===== config.mk =====
export PLATFORM = sky130hd
export DESIGN_NAME = quadrature_encoder_counter
export DESIGN_NICKNAME = d
export VERILOG_FILES = /design/src/rtl/qenc_pkg.sv /design/src/rtl/abn_input_filter.sv /design/src/rtl/quad_step_decoder.sv /design/src/rtl/quadrature_encoder_counter.sv
export SDC_FILE = /design/constraint.sdc
export NUM_CORES = 1
export LEC_CHECK = 0
export BUFFER_PORTS_ARGS = -buffer_cell sky130_fd_sc_hd__buf_2
export CORE_MARGIN = 2
export CORE_UTILIZATION = 54
export DETAILED_ROUTE_END_ITERATION = 7
export PLACE_DENSITY = 0.71
export SYNTH_ARGS = -nofsm -noshare
export SYNTH_HDL_FRONTEND = slang
export SYNTH_SLANG_ARGS = --single-unit

===== constraint.sdc =====
create_clock -name i_clk -period 14.54 [get_ports i_clk]
set_input_delay 0 -clock i_clk [delete_from_list [all_inputs] [get_ports i_clk]]
set_output_delay 0 -clock i_clk [all_outputs]
set_load 0.02 [all_outputs]

===== src/rtl/qenc_pkg.sv =====
package qenc_pkg;
   // register offsets on the plain register port
   localparam int ADDR_W = 8;
   localparam logic [7:0] REG_CONFIG = 8'h00;
   localparam logic [7:0] REG_POSITION = 8'h04;
   localparam logic [7:0] REG_STEP_CONST = 8'h08;
   localparam logic [7:0] REG_FLAGS = 8'h0C;
   localparam logic [7:0] REG_CAPTURED = 8'h10;
   localparam logic [7:0] REG_IRQ_MASK = 8'h14;
   localparam logic [7:0] REG_FRACTION = 8'h18;

   // encoder_config field layout, bit 0 upward
   localparam int CFG_W = 7;
   localparam int CFG_POL_A = 0;
   localparam int CFG_POL_B = 1;
   localparam int CFG_POL_N = 2;
   localparam int CFG_CLEAR_ON_N = 3;
   localparam int CFG_CLR_CONT = 4;
   localparam int CFG_CLR_ONCE = 5;
   localparam int CFG_DECIMAL = 6;

   // encoder_event_flags layout, shared by the irq mask
   localparam int FLAG_W = 2;
   localparam int FLAG_INDEX = 0;
   localparam int FLAG_CLEARED = 1;

   // reset values
   localparam logic [CFG_W-1:0] CFG_RESET = 7'h00;
   localparam logic [31:0] STEP_CONST_RESET = 32'h0001_0000;
   localparam logic [FLAG_W-1:0] FLAG_RESET = 2'h0;

   // timing: spike filter length in clocks, decimal fraction modulus
   localparam int FILT_LEN = 3;
   localparam logic [16:0] DEC_MODULUS = 17'h0_2710;

   typedef struct packed {
      logic decimal;
      logic clr_once;
      logic clr_cont;
      logic clear_on_n;
      logic pol_n;
      logic pol_b;
      logic pol_a;
   } cfg_type;

   typedef struct packed {
      logic [31:0] pos;
      logic [15:0] frac;
   } acc_type;
endpackage : qenc_pkg


===== src/rtl/abn_input_filter.sv =====
`timescale 1ns/100ps
module abn_input_filter #(
   parameter int FILT_LEN = qenc_pkg::FILT_LEN
) (
   input wire logic i_clk,
   input wire logic i_srst,
   input wire logic i_pin,
   output logic o_level
);
   logic sync1_reg;
   logic sync2_reg;
   logic [FILT_LEN-1:0] hist_reg;
   wire all_high = &hist_reg;
   wire all_low = ~|hist_reg;

   ////////////////////////////////////////////////////////////////////////
   // two-flop synchroniser, then a history of settled samples
   always_ff @(posedge i_clk) begin
      if (i_srst) begin
         sync1_reg <= 1'b0;
         sync2_reg <= 1'b0;
         hist_reg <= '0;
      end else begin
         sync1_reg <= i_pin;
         sync2_reg <= sync1_reg;
         hist_reg <= {hist_reg[FILT_LEN-2:0], sync2_reg};
      end
   end

   // level moves only after FILT_LEN equal samples, so shorter spikes die [RL13]
   always_ff @(posedge i_clk) begin
      if (i_srst) begin
         o_level <= 1'b0;
      end else if (all_high) begin
         o_level <= 1'b1;
      end else if (all_low) begin
         o_level <= 1'b0;
      end
   end
endmodule : abn_input_filter


===== src/rtl/quad_step_decoder.sv =====
`timescale 1ns/100ps
module quad_step_decoder (
   input wire logic i_clk,
   input wire logic i_srst,
   input wire logic i_a,
   input wire logic i_b,
   output logic o_step,
   output logic o_up
);
   logic a_prev_reg;
   logic b_prev_reg;
   // a single channel change is a valid quadrature step; both at once is dropped
   wire one_change = (i_a ^ a_prev_reg) ^ (i_b ^ b_prev_reg);
   // a leading b counts up, b leading a counts down
   wire dir_up = i_a ^ b_prev_reg; // [RL14]

   ////////////////////////////////////////////////////////////////////////
   always_ff @(posedge i_clk) begin
      if (i_srst) begin
         a_prev_reg <= 1'b0;
         b_prev_reg <= 1'b0;
         o_step <= 1'b0;
         o_up <= 1'b0;
      end else begin
         a_prev_reg <= i_a;
         b_prev_reg <= i_b;
         o_step <= one_change; // [RL5]
         o_up <= dir_up; // [RL14]
      end
   end
endmodule : quad_step_decoder


===== src/rtl/quadrature_encoder_counter.sv =====
// Operation
// RL1: continuous index mode acts on every qualified index event
// RL2: single-shot index mode acts once, then disarms itself
// RL3: index accepted only while a and b match their polarity bits
// RL4: index clears position only with clear-on-index set and a mode armed
// RL5: each a or b level change adds or subtracts the step constant
// RL6: step constant is signed 16.16 fixed point in binary mode
// RL7: decimal mode takes the low 16 bits as ten-thousandths, 0 to 9999
// RL8: negative step constant reverses the counting direction
// RL9: position counter register always readable with the current count
// RL10: status flags record index events and index clears
// RL11: accepted index event copies position into the capture register
// RL12: encoder transitions stay below two thirds of the clock rate; the filter passes only levels held three clocks, at most one third
// RL13: a, b and index filtered, pulses under three clocks rejected
// RL14: a leading b counts up, b leading a counts down
// RL15: with no index mode armed, index neither clears nor latches
`timescale 1ns/100ps
module quadrature_encoder_counter (
   input wire logic i_clk,
   input wire logic i_srst,
   input wire logic i_enc_a,
   input wire logic i_enc_b,
   input wire logic i_enc_n,
   input wire logic [7:0] i_addr,
   input wire logic [31:0] i_wdata,
   input wire logic i_wr,
   input wire logic i_rd,
   output logic [31:0] o_rdata,
   output logic o_irq
);
   ////////////////////////////////////////////////////////////////////////
   // step arithmetic for both number formats
   function automatic qenc_pkg::acc_type step_acc(
      input qenc_pkg::acc_type cur,
      input logic [31:0] k,
      input logic up,
      input logic dec
   );
      qenc_pkg::acc_type res;
      logic [47:0] delta;
      logic [47:0] sum;
      logic [31:0] k_int;
      logic [16:0] f;
      logic carry;
      res = cur;
      delta = {{16{k[31]}}, k};
      sum = '0;
      k_int = {{16{k[31]}}, k[31:16]};
      f = '0;
      carry = 1'b0;
      if (!dec) begin
         // signed 16.16 added to a 32.16 accumulator; the sign flips direction
         sum = up ? ({cur.pos, cur.frac} + delta) : ({cur.pos, cur.frac} - delta); // [RL6] [RL8]
         res.pos = sum[47:16];
         res.frac = sum[15:0];
      end else if (up) begin
         // fraction counts ten-thousandths and carries into the integer [RL7]
         f = {1'b0, cur.frac} + {1'b0, k[15:0]};
         carry = (f >= qenc_pkg::DEC_MODULUS);
         f = carry ? (f - qenc_pkg::DEC_MODULUS) : f;
         res.frac = f[15:0];
         res.pos = cur.pos + k_int + {31'h0000_0000, carry};
      end else begin
         // borrow from the integer when the fraction would go negative [RL7]
         carry = (cur.frac < k[15:0]);
         f = {1'b0, cur.frac} - {1'b0, k[15:0]};
         f = carry ? (f + qenc_pkg::DEC_MODULUS) : f;
         res.frac = f[15:0];
         res.pos = cur.pos - k_int - {31'h0000_0000, carry};
      end
      return res;
   endfunction : step_acc

   ////////////////////////////////////////////////////////////////////////
   // input filtering and quadrature decode
   logic [2:0] pins;
   logic [2:0] filt;
   logic step;
   logic step_up;
   assign pins = {i_enc_n, i_enc_b, i_enc_a};

   genvar gi;
   generate
      for (gi = 0; gi < 3; gi++) begin : g_filt
         abn_input_filter #(
            .FILT_LEN(qenc_pkg::FILT_LEN)
         ) u_filt (
            .i_clk(i_clk),
            .i_srst(i_srst),
            .i_pin(pins[gi]),
            .o_level(filt[gi]) // [RL13]
         );
      end
   endgenerate

   wire a_f = filt[0];
   wire b_f = filt[1];
   wire n_f = filt[2];

   quad_step_decoder u_dec (
      .i_clk(i_clk),
      .i_srst(i_srst),
      .i_a(a_f),
      .i_b(b_f),
      .o_step(step),
      .o_up(step_up)
   );

   ////////////////////////////////////////////////////////////////////////
   // registers
   qenc_pkg::cfg_type cfg_reg;
   qenc_pkg::cfg_type cfg_next;
   qenc_pkg::acc_type acc_reg;
   qenc_pkg::acc_type acc_next;
   logic [31:0] step_const_reg;
   logic [31:0] captured_reg;
   logic [qenc_pkg::FLAG_W-1:0] flags_reg;
   logic [qenc_pkg::FLAG_W-1:0] flags_next;
   logic [qenc_pkg::FLAG_W-1:0] mask_reg;
   logic n_act_prev_reg;

   ////////////////////////////////////////////////////////////////////////
   // address decode
   wire wr_cfg = i_wr && (i_addr == qenc_pkg::REG_CONFIG);
   wire wr_pos = i_wr && (i_addr == qenc_pkg::REG_POSITION);
   wire wr_const = i_wr && (i_addr == qenc_pkg::REG_STEP_CONST);
   wire wr_flags = i_wr && (i_addr == qenc_pkg::REG_FLAGS);
   wire wr_mask = i_wr && (i_addr == qenc_pkg::REG_IRQ_MASK);

   ////////////////////////////////////////////////////////////////////////
   // index detection: active edge of the index, qualified by a and b levels
   wire n_act = (n_f == cfg_reg.pol_n);
   wire n_edge = n_act && !n_act_prev_reg;
   wire ab_qual = (a_f == cfg_reg.pol_a) && (b_f == cfg_reg.pol_b); // [RL3]
   wire accepted = n_edge && ab_qual; // [RL3]
   // either index mode arms clear and capture; neither leaves them idle
   wire armed = cfg_reg.clr_cont || cfg_reg.clr_once; // [RL1] [RL2] [RL15]
   wire do_latch = accepted && armed; // [RL11] [RL15]
   wire do_clear = do_latch && cfg_reg.clear_on_n; // [RL4]

   ////////////////////////////////////////////////////////////////////////
   // next values; a software write of the position beats index and step,
   // an index clear beats a step landing in the same cycle
   always_comb begin
      acc_next = acc_reg;
      if (wr_pos) begin
         acc_next.pos = i_wdata;
         acc_next.frac = 16'h0000;
      end else if (do_clear) begin
         acc_next = '0; // [RL4]
      end else if (step) begin
         acc_next = step_acc(acc_reg, step_const_reg, step_up, cfg_reg.decimal); // [RL5]
      end
   end

   // single-shot disarms after its event unless software rewrites the config
   always_comb begin
      cfg_next = cfg_reg;
      if (wr_cfg) begin
         cfg_next = qenc_pkg::cfg_type'(i_wdata[qenc_pkg::CFG_W-1:0]);
      end else if (do_latch && cfg_reg.clr_once) begin
         cfg_next.clr_once = 1'b0; // [RL2]
      end
   end

   // write one to clear; a new event in the same cycle wins
   always_comb begin
      flags_next = flags_reg;
      if (wr_flags) begin
         flags_next = flags_reg & ~i_wdata[qenc_pkg::FLAG_W-1:0];
      end
      if (accepted) begin
         flags_next[qenc_pkg::FLAG_INDEX] = 1'b1; // [RL10]
      end
      if (do_clear) begin
         flags_next[qenc_pkg::FLAG_CLEARED] = 1'b1; // [RL10]
      end
   end

   // read mux; unmapped offsets read zero
   logic [31:0] rd_mux;
   always_comb begin
      case (i_addr)
         qenc_pkg::REG_CONFIG: rd_mux = {25'h000_0000, cfg_reg};
         qenc_pkg::REG_POSITION: rd_mux = acc_reg.pos; // [RL9]
         qenc_pkg::REG_STEP_CONST: rd_mux = step_const_reg;
         qenc_pkg::REG_FLAGS: rd_mux = {30'h0000_0000, flags_reg};
         qenc_pkg::REG_CAPTURED: rd_mux = captured_reg;
         qenc_pkg::REG_IRQ_MASK: rd_mux = {30'h0000_0000, mask_reg};
         qenc_pkg::REG_FRACTION: rd_mux = {16'h0000, acc_reg.frac};
         default: rd_mux = 32'h0000_0000;
      endcase
   end

   ////////////////////////////////////////////////////////////////////////
   // state
   always_ff @(posedge i_clk) begin
      if (i_srst) begin
         cfg_reg <= qenc_pkg::CFG_RESET;
         acc_reg <= '0;
         flags_reg <= qenc_pkg::FLAG_RESET;
         n_act_prev_reg <= 1'b1;
      end else begin
         cfg_reg <= cfg_next;
         acc_reg <= acc_next; // [RL9]
         flags_reg <= flags_next;
         n_act_prev_reg <= n_act;
      end
   end

   // software-only registers and the capture register
   always_ff @(posedge i_clk) begin
      if (i_srst) begin
         step_const_reg <= qenc_pkg::STEP_CONST_RESET;
         mask_reg <= '0;
         captured_reg <= 32'h0000_0000;
      end else begin
         if (wr_const) begin
            step_const_reg <= i_wdata;
         end
         if (wr_mask) begin
            mask_reg <= i_wdata[qenc_pkg::FLAG_W-1:0];
         end
         if (do_latch) begin
            captured_reg <= acc_reg.pos; // [RL11]
         end
      end
   end

   // read data stand for one cycle only; irq is a registered level
   always_ff @(posedge i_clk) begin
      if (i_srst) begin
         o_rdata <= 32'h0000_0000;
         o_irq <= 1'b0;
      end else begin
         o_rdata <= i_rd ? rd_mux : 32'h0000_0000;
         o_irq <= |(flags_next & mask_reg);
      end
   end

   // decimal steps move the integer by the constant's integer part plus at most one carry
   wire [31:0] step_int = {{16{step_const_reg[31]}}, step_const_reg[31:16]};
endmodule : quadrature_encoder_counter


After elaboration in Yosys (flattened, before gate mapping)
Index checks and enable logic that the tools add are counted.

Register bits: 179. Latch bits: 0. Bits in writable memories: 0. ROM bits: 0. Input bits: 47. Output and inout port bits: 33. Word-level logic and storage cells: 109. Memories kept: 0.

Add/subtract/negate cells: 10. Multiply operators: 0. Divide/modulo/power cells: 0. $lt $le $gt $ge: 2. Eq/ne operators: 12. Shifts and indexed selects: 0. Muxes and demuxes: 20. Bitwise logic cells: 8. Reduce and logical (&&, ||, !) cells: 25.

Operators by type and width (number): $mux W48 (6); $pmux W32 S7 (1); $add A48 B48 Y48 (1); $sub A48 B48 Y48 (1); $add A32 B1 Y32 (1); $add A32 B32 Y32 (1); $mux W16 (2); $sub A32 B1 Y32 (1); $sub A32 B32 Y32 (1); $eq A8 B5 Y1 const B (3); $add A16 B16 Y17 (1); $ge A17 B14 Y1 const B (1); $add A16 B14 Y16 const B (1); $eq A8 B4 Y1 const B (2); $lt A16 B16 Y1 (1); $sub A16 B14 Y16 const B (1); $sub A16 B16 Y16 (1); $reduce_or A3 Y1 (4); $logic_and A1 B1 Y1 (11); $mux W1 (10); $reduce_and A3 Y1 (3); $eq A8 B3 Y1 const B (1); $logic_not A8 Y1 (1); $ne A2 B1 Y1 const B (3); 11 further kinds (18).

Depth between registers and ports, before layout
Depth in word-level cells: 8. Gate-level depth with buffers: 25. Gate-level depth less buffers: 24.

Modules after synthesis
A second synthesis with hierarchy kept.

Cell total of the unflattened synthesis: 2242. Area total of the unflattened synthesis: 16744.8 um^2.

Modules (own cells, without submodules): quadrature_encoder_counter (instances 1, cells an instance 2189, area each 16060.4 um^2, sequential area each 3143.0 um^2); abn_input_filter (instances 3, cells an instance 14, area each 185.2 um^2, sequential area each 120.1 um^2); quad_step_decoder (instances 1, cells an instance 11, area each 128.9 um^2, sequential area each 80.1 um^2).

Least setup slack after synthesis
Ideal clock, no wire load.

Path type: reg-to-reg. Start point: register acc_reg[1] (netlist name). End point: register acc_reg[46] (netlist name). Setup time: 0.070 ns. Data arrival time: 5.362 ns. Data required time: 14.470 ns. Path slack: 9.107 ns. Stages on the path, launching flop included: 24. Buffers on the path: 0. Period minus slack after synthesis: 5.433 ns. Path through: dfxtp_1 inv_1 fa_1 nand2b_1 a211oi_2 o2111ai_1 a21oi_1 a31o_2 clkinv_1 fa_1 inv_1 ha_1 nor2_1 fa_1 a21boi_0 o22ai_2 a21oi_1 o221ai_2 o211ai_2 a31o_2 a2111oi_2 nor4_1 a2111oi_1 o2bb2ai_1.

Cells in the longest elaborated chain, start to end: 8. Elaborated cells on any way between the ends: 13. Those cells by class: add/sub (5); order compare (2); mux (6).

RTL lines: start: declaration (line quadrature_encoder_counter.sv:113) `qenc_pkg::acc_type acc_reg;`; start signal: assignment (line quadrature_encoder_counter.sv:205) `acc_reg <= acc_next;`; $add A16 B16 Y17 (line quadrature_encoder_counter.sv:58) `f = {1'b0, cur.frac} + {1'b0, k[15:0]};`; $ge A17 B14 Y1 (line quadrature_encoder_counter.sv:59) `carry = (f >= qenc_pkg::DEC_MODULUS);`; $add A32 B1 Y32 (line quadrature_encoder_counter.sv:62) `res.pos = cur.pos + k_int + {31'h0000_0000, carry};`; $mux W48 (line quadrature_encoder_counter.sv:56) `end else if (up) begin`; $mux W48 (*) (line quadrature_encoder_counter.sv:51) `if (!dec) begin`; $mux W48 (*) (line quadrature_encoder_counter.sv:151) `end else if (step) begin`; $mux W48 (*) (line quadrature_encoder_counter.sv:149) `end else if (do_clear) begin`; $mux W48 (*) (line quadrature_encoder_counter.sv:146) `if (wr_pos) begin`.

Mark *: on every way between the ends. The rest lies on a longest branch, timed or not. The select of a mux whose other input is x is not followed. A chain may end at the register's enable or synchronous reset.

Worst setup path in the final report
Ends and elaborated chain as after synthesis.

==> metrics <==
Post-CTS Setup Inserts=0; clock sinks=about 180; Clock Pin Slew Worst Setup and Hold Paths=approximately 0.09 ns; peak supply drop=between 70 and 80 uV; WP data required=between 10 and 15 ns; count leader, synth=nand2_1; Finished Cell Area=around 19000 um2; final worst path period share=45.3%; Hold Crit Class=in2reg; largest net degree at the start of global routing=between 80 and 90; max_slew headroom=between 20% and 30%; Remaining DRCs=0; setup TNS=0 ns; CTS tree=built; clock skew=between 0.015 and 0.02 ns; clk_lat worst skew=about 0.48 ns; crit path buf inv count=3; ANT nets after route=0; area grow syn2layout=9.32%; Slew Viols, Final=0; part of the Yosys area used for sequential elements=21.0%; flops & latches, synth=roughly 180; Synth area leader=dfxtp_1; RSZ-0062 raised after global routing=false; Cell Area, Synth=between 15000 and 20000 um2; Crit path arrival time=approximately 7.0 ns; die width=~180 um; syn_nets=2527; Max clock buf depth=2; Top delay family on crit path=compound AO/OA/AOI/OAI gates; Largest register FFs=48; Synth Instances=around 2.3k; worst-margin pin slew=between 1 and 1.5 ns; H-Tree Level Count=4; CTS root buffer=clkbuf_16; Final Power=approximately 1100 uW; FMAX=between 0.15 and 0.2 GHz; CP Cell Sequence=inv_1 -> fa_1 -> nand2b_1 -> a211oi_2 -> o2111ai_1 -> a21oi_1 -> a31o_2 -> clkinv_1 -> fa_1 -> inv_1 -> ha_1 -> nor2_1 -> fa_1 -> a21boi_0 -> o22ai_2 -> a21oi_1 -> o221ai_2 -> o211ai_2 -> a31o_2 -> a2111oi_2 -> o31a_1 -> a2111oi_1 -> o2bb2ai_1; Fin. Hold Viols=0; first-pass GRT wire length=approximately 96000 um; total congestion overflow=0; # diodes=0; status=complete, no violations; Post-synth ARST share=0%; Max Cap Viol=0; number of flops mapped to enable cells by yosys=0; share of layout cells above drive strength 1=7.70%; Critical Path End Type=flip-flop; Top FF cell, synth=dfxtp_1; TritonRoute pass-1 iters=7; WS Path Type=reg2reg; num rows=65; most used cell, CP=fa_1; IO Port Bufs=79; number of top-level pins=80; Die Y=roughly 180 um; Startpoint Class=flip-flop; Placed Area=about 18000 um2; Synth top area share=a little over a fifth; Num CTS Buffers=17; critical path fanouts, max=9; Setup violations, final=0; vias post-DR=between 15k and 20k; initial core utilization=54.5%; leakage power=between 0.008 and 0.009 uW; Unique masters post-synth=around 100; Placer Congestion=between 1 and 1.5; NumNets Final=2563; Tot GR Track Use=around 37%; drt initial violations=roughly 2.4k; slowest cell delay on critical path=between 0.5 and 0.6 ns; vias in the first global route=approximately 17k; drt via density=between 6 and 7; CP max stage cell=fa_1; DP HPWL=roughly 46000 um; die area=between 30000 and 40000 um2; FILL cells=roughly 3k; Synth top cells by count=nand2_1, a21oi_1, dfxtp_1; Synth Warn #=0; initial antenna violation count=1; Core ar.=about 31000 um2; top cells by area, synth=dfxtp_1, ha_1, a21oi_1; Post-Syn Area per Cell=7.41 um2; wire per inst=between 20 and 25 um; Detailed Route WL=approximately 62000 um; Pwr Density=~60 nW/um2; Min Clock Period, post-route=roughly 6.6 ns
per-layer routing:
layer  vias up  GRT usage (%)  wire length, um
li1       8376              -                -
met1      8517           53.4            27900
met2       948           54.5            25500
met3       127           8.04             6520
met4         2           13.0             1890
met5         -              0               13
metrics by stage:
| step | hold slack [ns] | instances | util [%] | worst slack, ns |
|---|---|---|---|---|
| after floorplan | 0.109 | 2302 | - | 9.11 |
| after global placement | 0.215 | 2681 | 56.3 | 8.25 |
| after detailed placement | 0.218 | 2681 | 56.3 | 8.10 |
| after CTS | 0.0337 | 2753 | 59.6 | 8.06 |
| after global routing | 0.0923 | 2753 | 59.6 | 7.57 |
| final | 0.0486 | 2753 | 59.6 | 7.95 |
area by class of cell:
class                   instances  area [um2]  share of cell area, %
multi-input cells            1849       12400                   66.6
flip-flops and latches        179        3590                   19.2
repair buffers                137         933                   5.01
inverters                     154         581                   3.11
well taps                     402         503                   2.70
clock buffers                  18         439                   2.36
clock inverters                14         178                  0.953
cells in the final DEF, fill, tap and decap left out, drive strengths merged, types with 8 or more instances in the layout:
cell         synthesis  final
a211oi              27     27
a21o                52     52
a21oi              260    260
a221oi              35     35
a222oi              17     17
a22oi               32     32
a31oi               36     36
and2                15     15
and3                24     24
buf                 18     97
clkbuf             102     18
clkinv               2      9
dfxtp              179    179
dlygate4sd3          0     40
ha                 171    171
inv                152    159
mux2i               25     25
nand2              288    288
nand2b              23     23
nand3               38     38
nand4               17     17
nor2               168    168
nor2b               39     39
nor3                48     48
nor3b                8      8
nor4                20     20
o211ai              32     32
o21a                14     14
o21ai              123    123
o21bai              26     26
o221ai              12     12
o22ai               12     12
o31ai               13     13
or3                  8      8
or4                  9      9
xnor2               93     93
xor2                55     55
worst paths after layout:
kind	startpoint	end	slack [ns]	cells after the start
max	acc_reg[1]	acc_reg[46]	7.95	23
min	i_addr[6]	o_rdata[0]	0.05	4
max reg2reg	acc_reg[1]	acc_reg[46]	7.95	23
min reg2reg	g_filt[1].u_filt.sync1_reg	g_filt[1].u_filt.sync2_reg	0.44	1
kinds of logic (layout without fill, tap and decap cells):
| group | after synthesis | after routing | synth area share, % |
|---|---|---|---|
| AO/OA/AOI/OAI | 770 | 770 | 30.2 |
| AND/OR/NAND/NOR | 723 | 723 | 19.7 |
| buffers and inverters | 274 | 323 | 6.23 |
| flip-flops | 179 | 179 | 21.0 |
| adder cells (fa/ha/maj) | 178 | 178 | 13.4 |
| XOR/XNOR | 148 | 148 | 7.60 |
| multiplexers | 30 | 30 | 1.88 |
worst min-delay path: stages:
cell and delay (ns):
buf_2 0.11, nor3_2 0.08, a22oi_1 0.17, a31oi_1 0.10
power breakdown:
part	switching (uW)	internal [uW]
sequential	4.48	493
clock	246	238
combinational	85.6	61.0
total	336	792
repair_timing:
item | in CTS | in global routing
hold endpoints to repair | 87 | 0
hold buffers | 40 | 0
resized for setup | 0 | 0
setup endpoints to repair | 0 | 0
(Power assumes the default switching activity.)
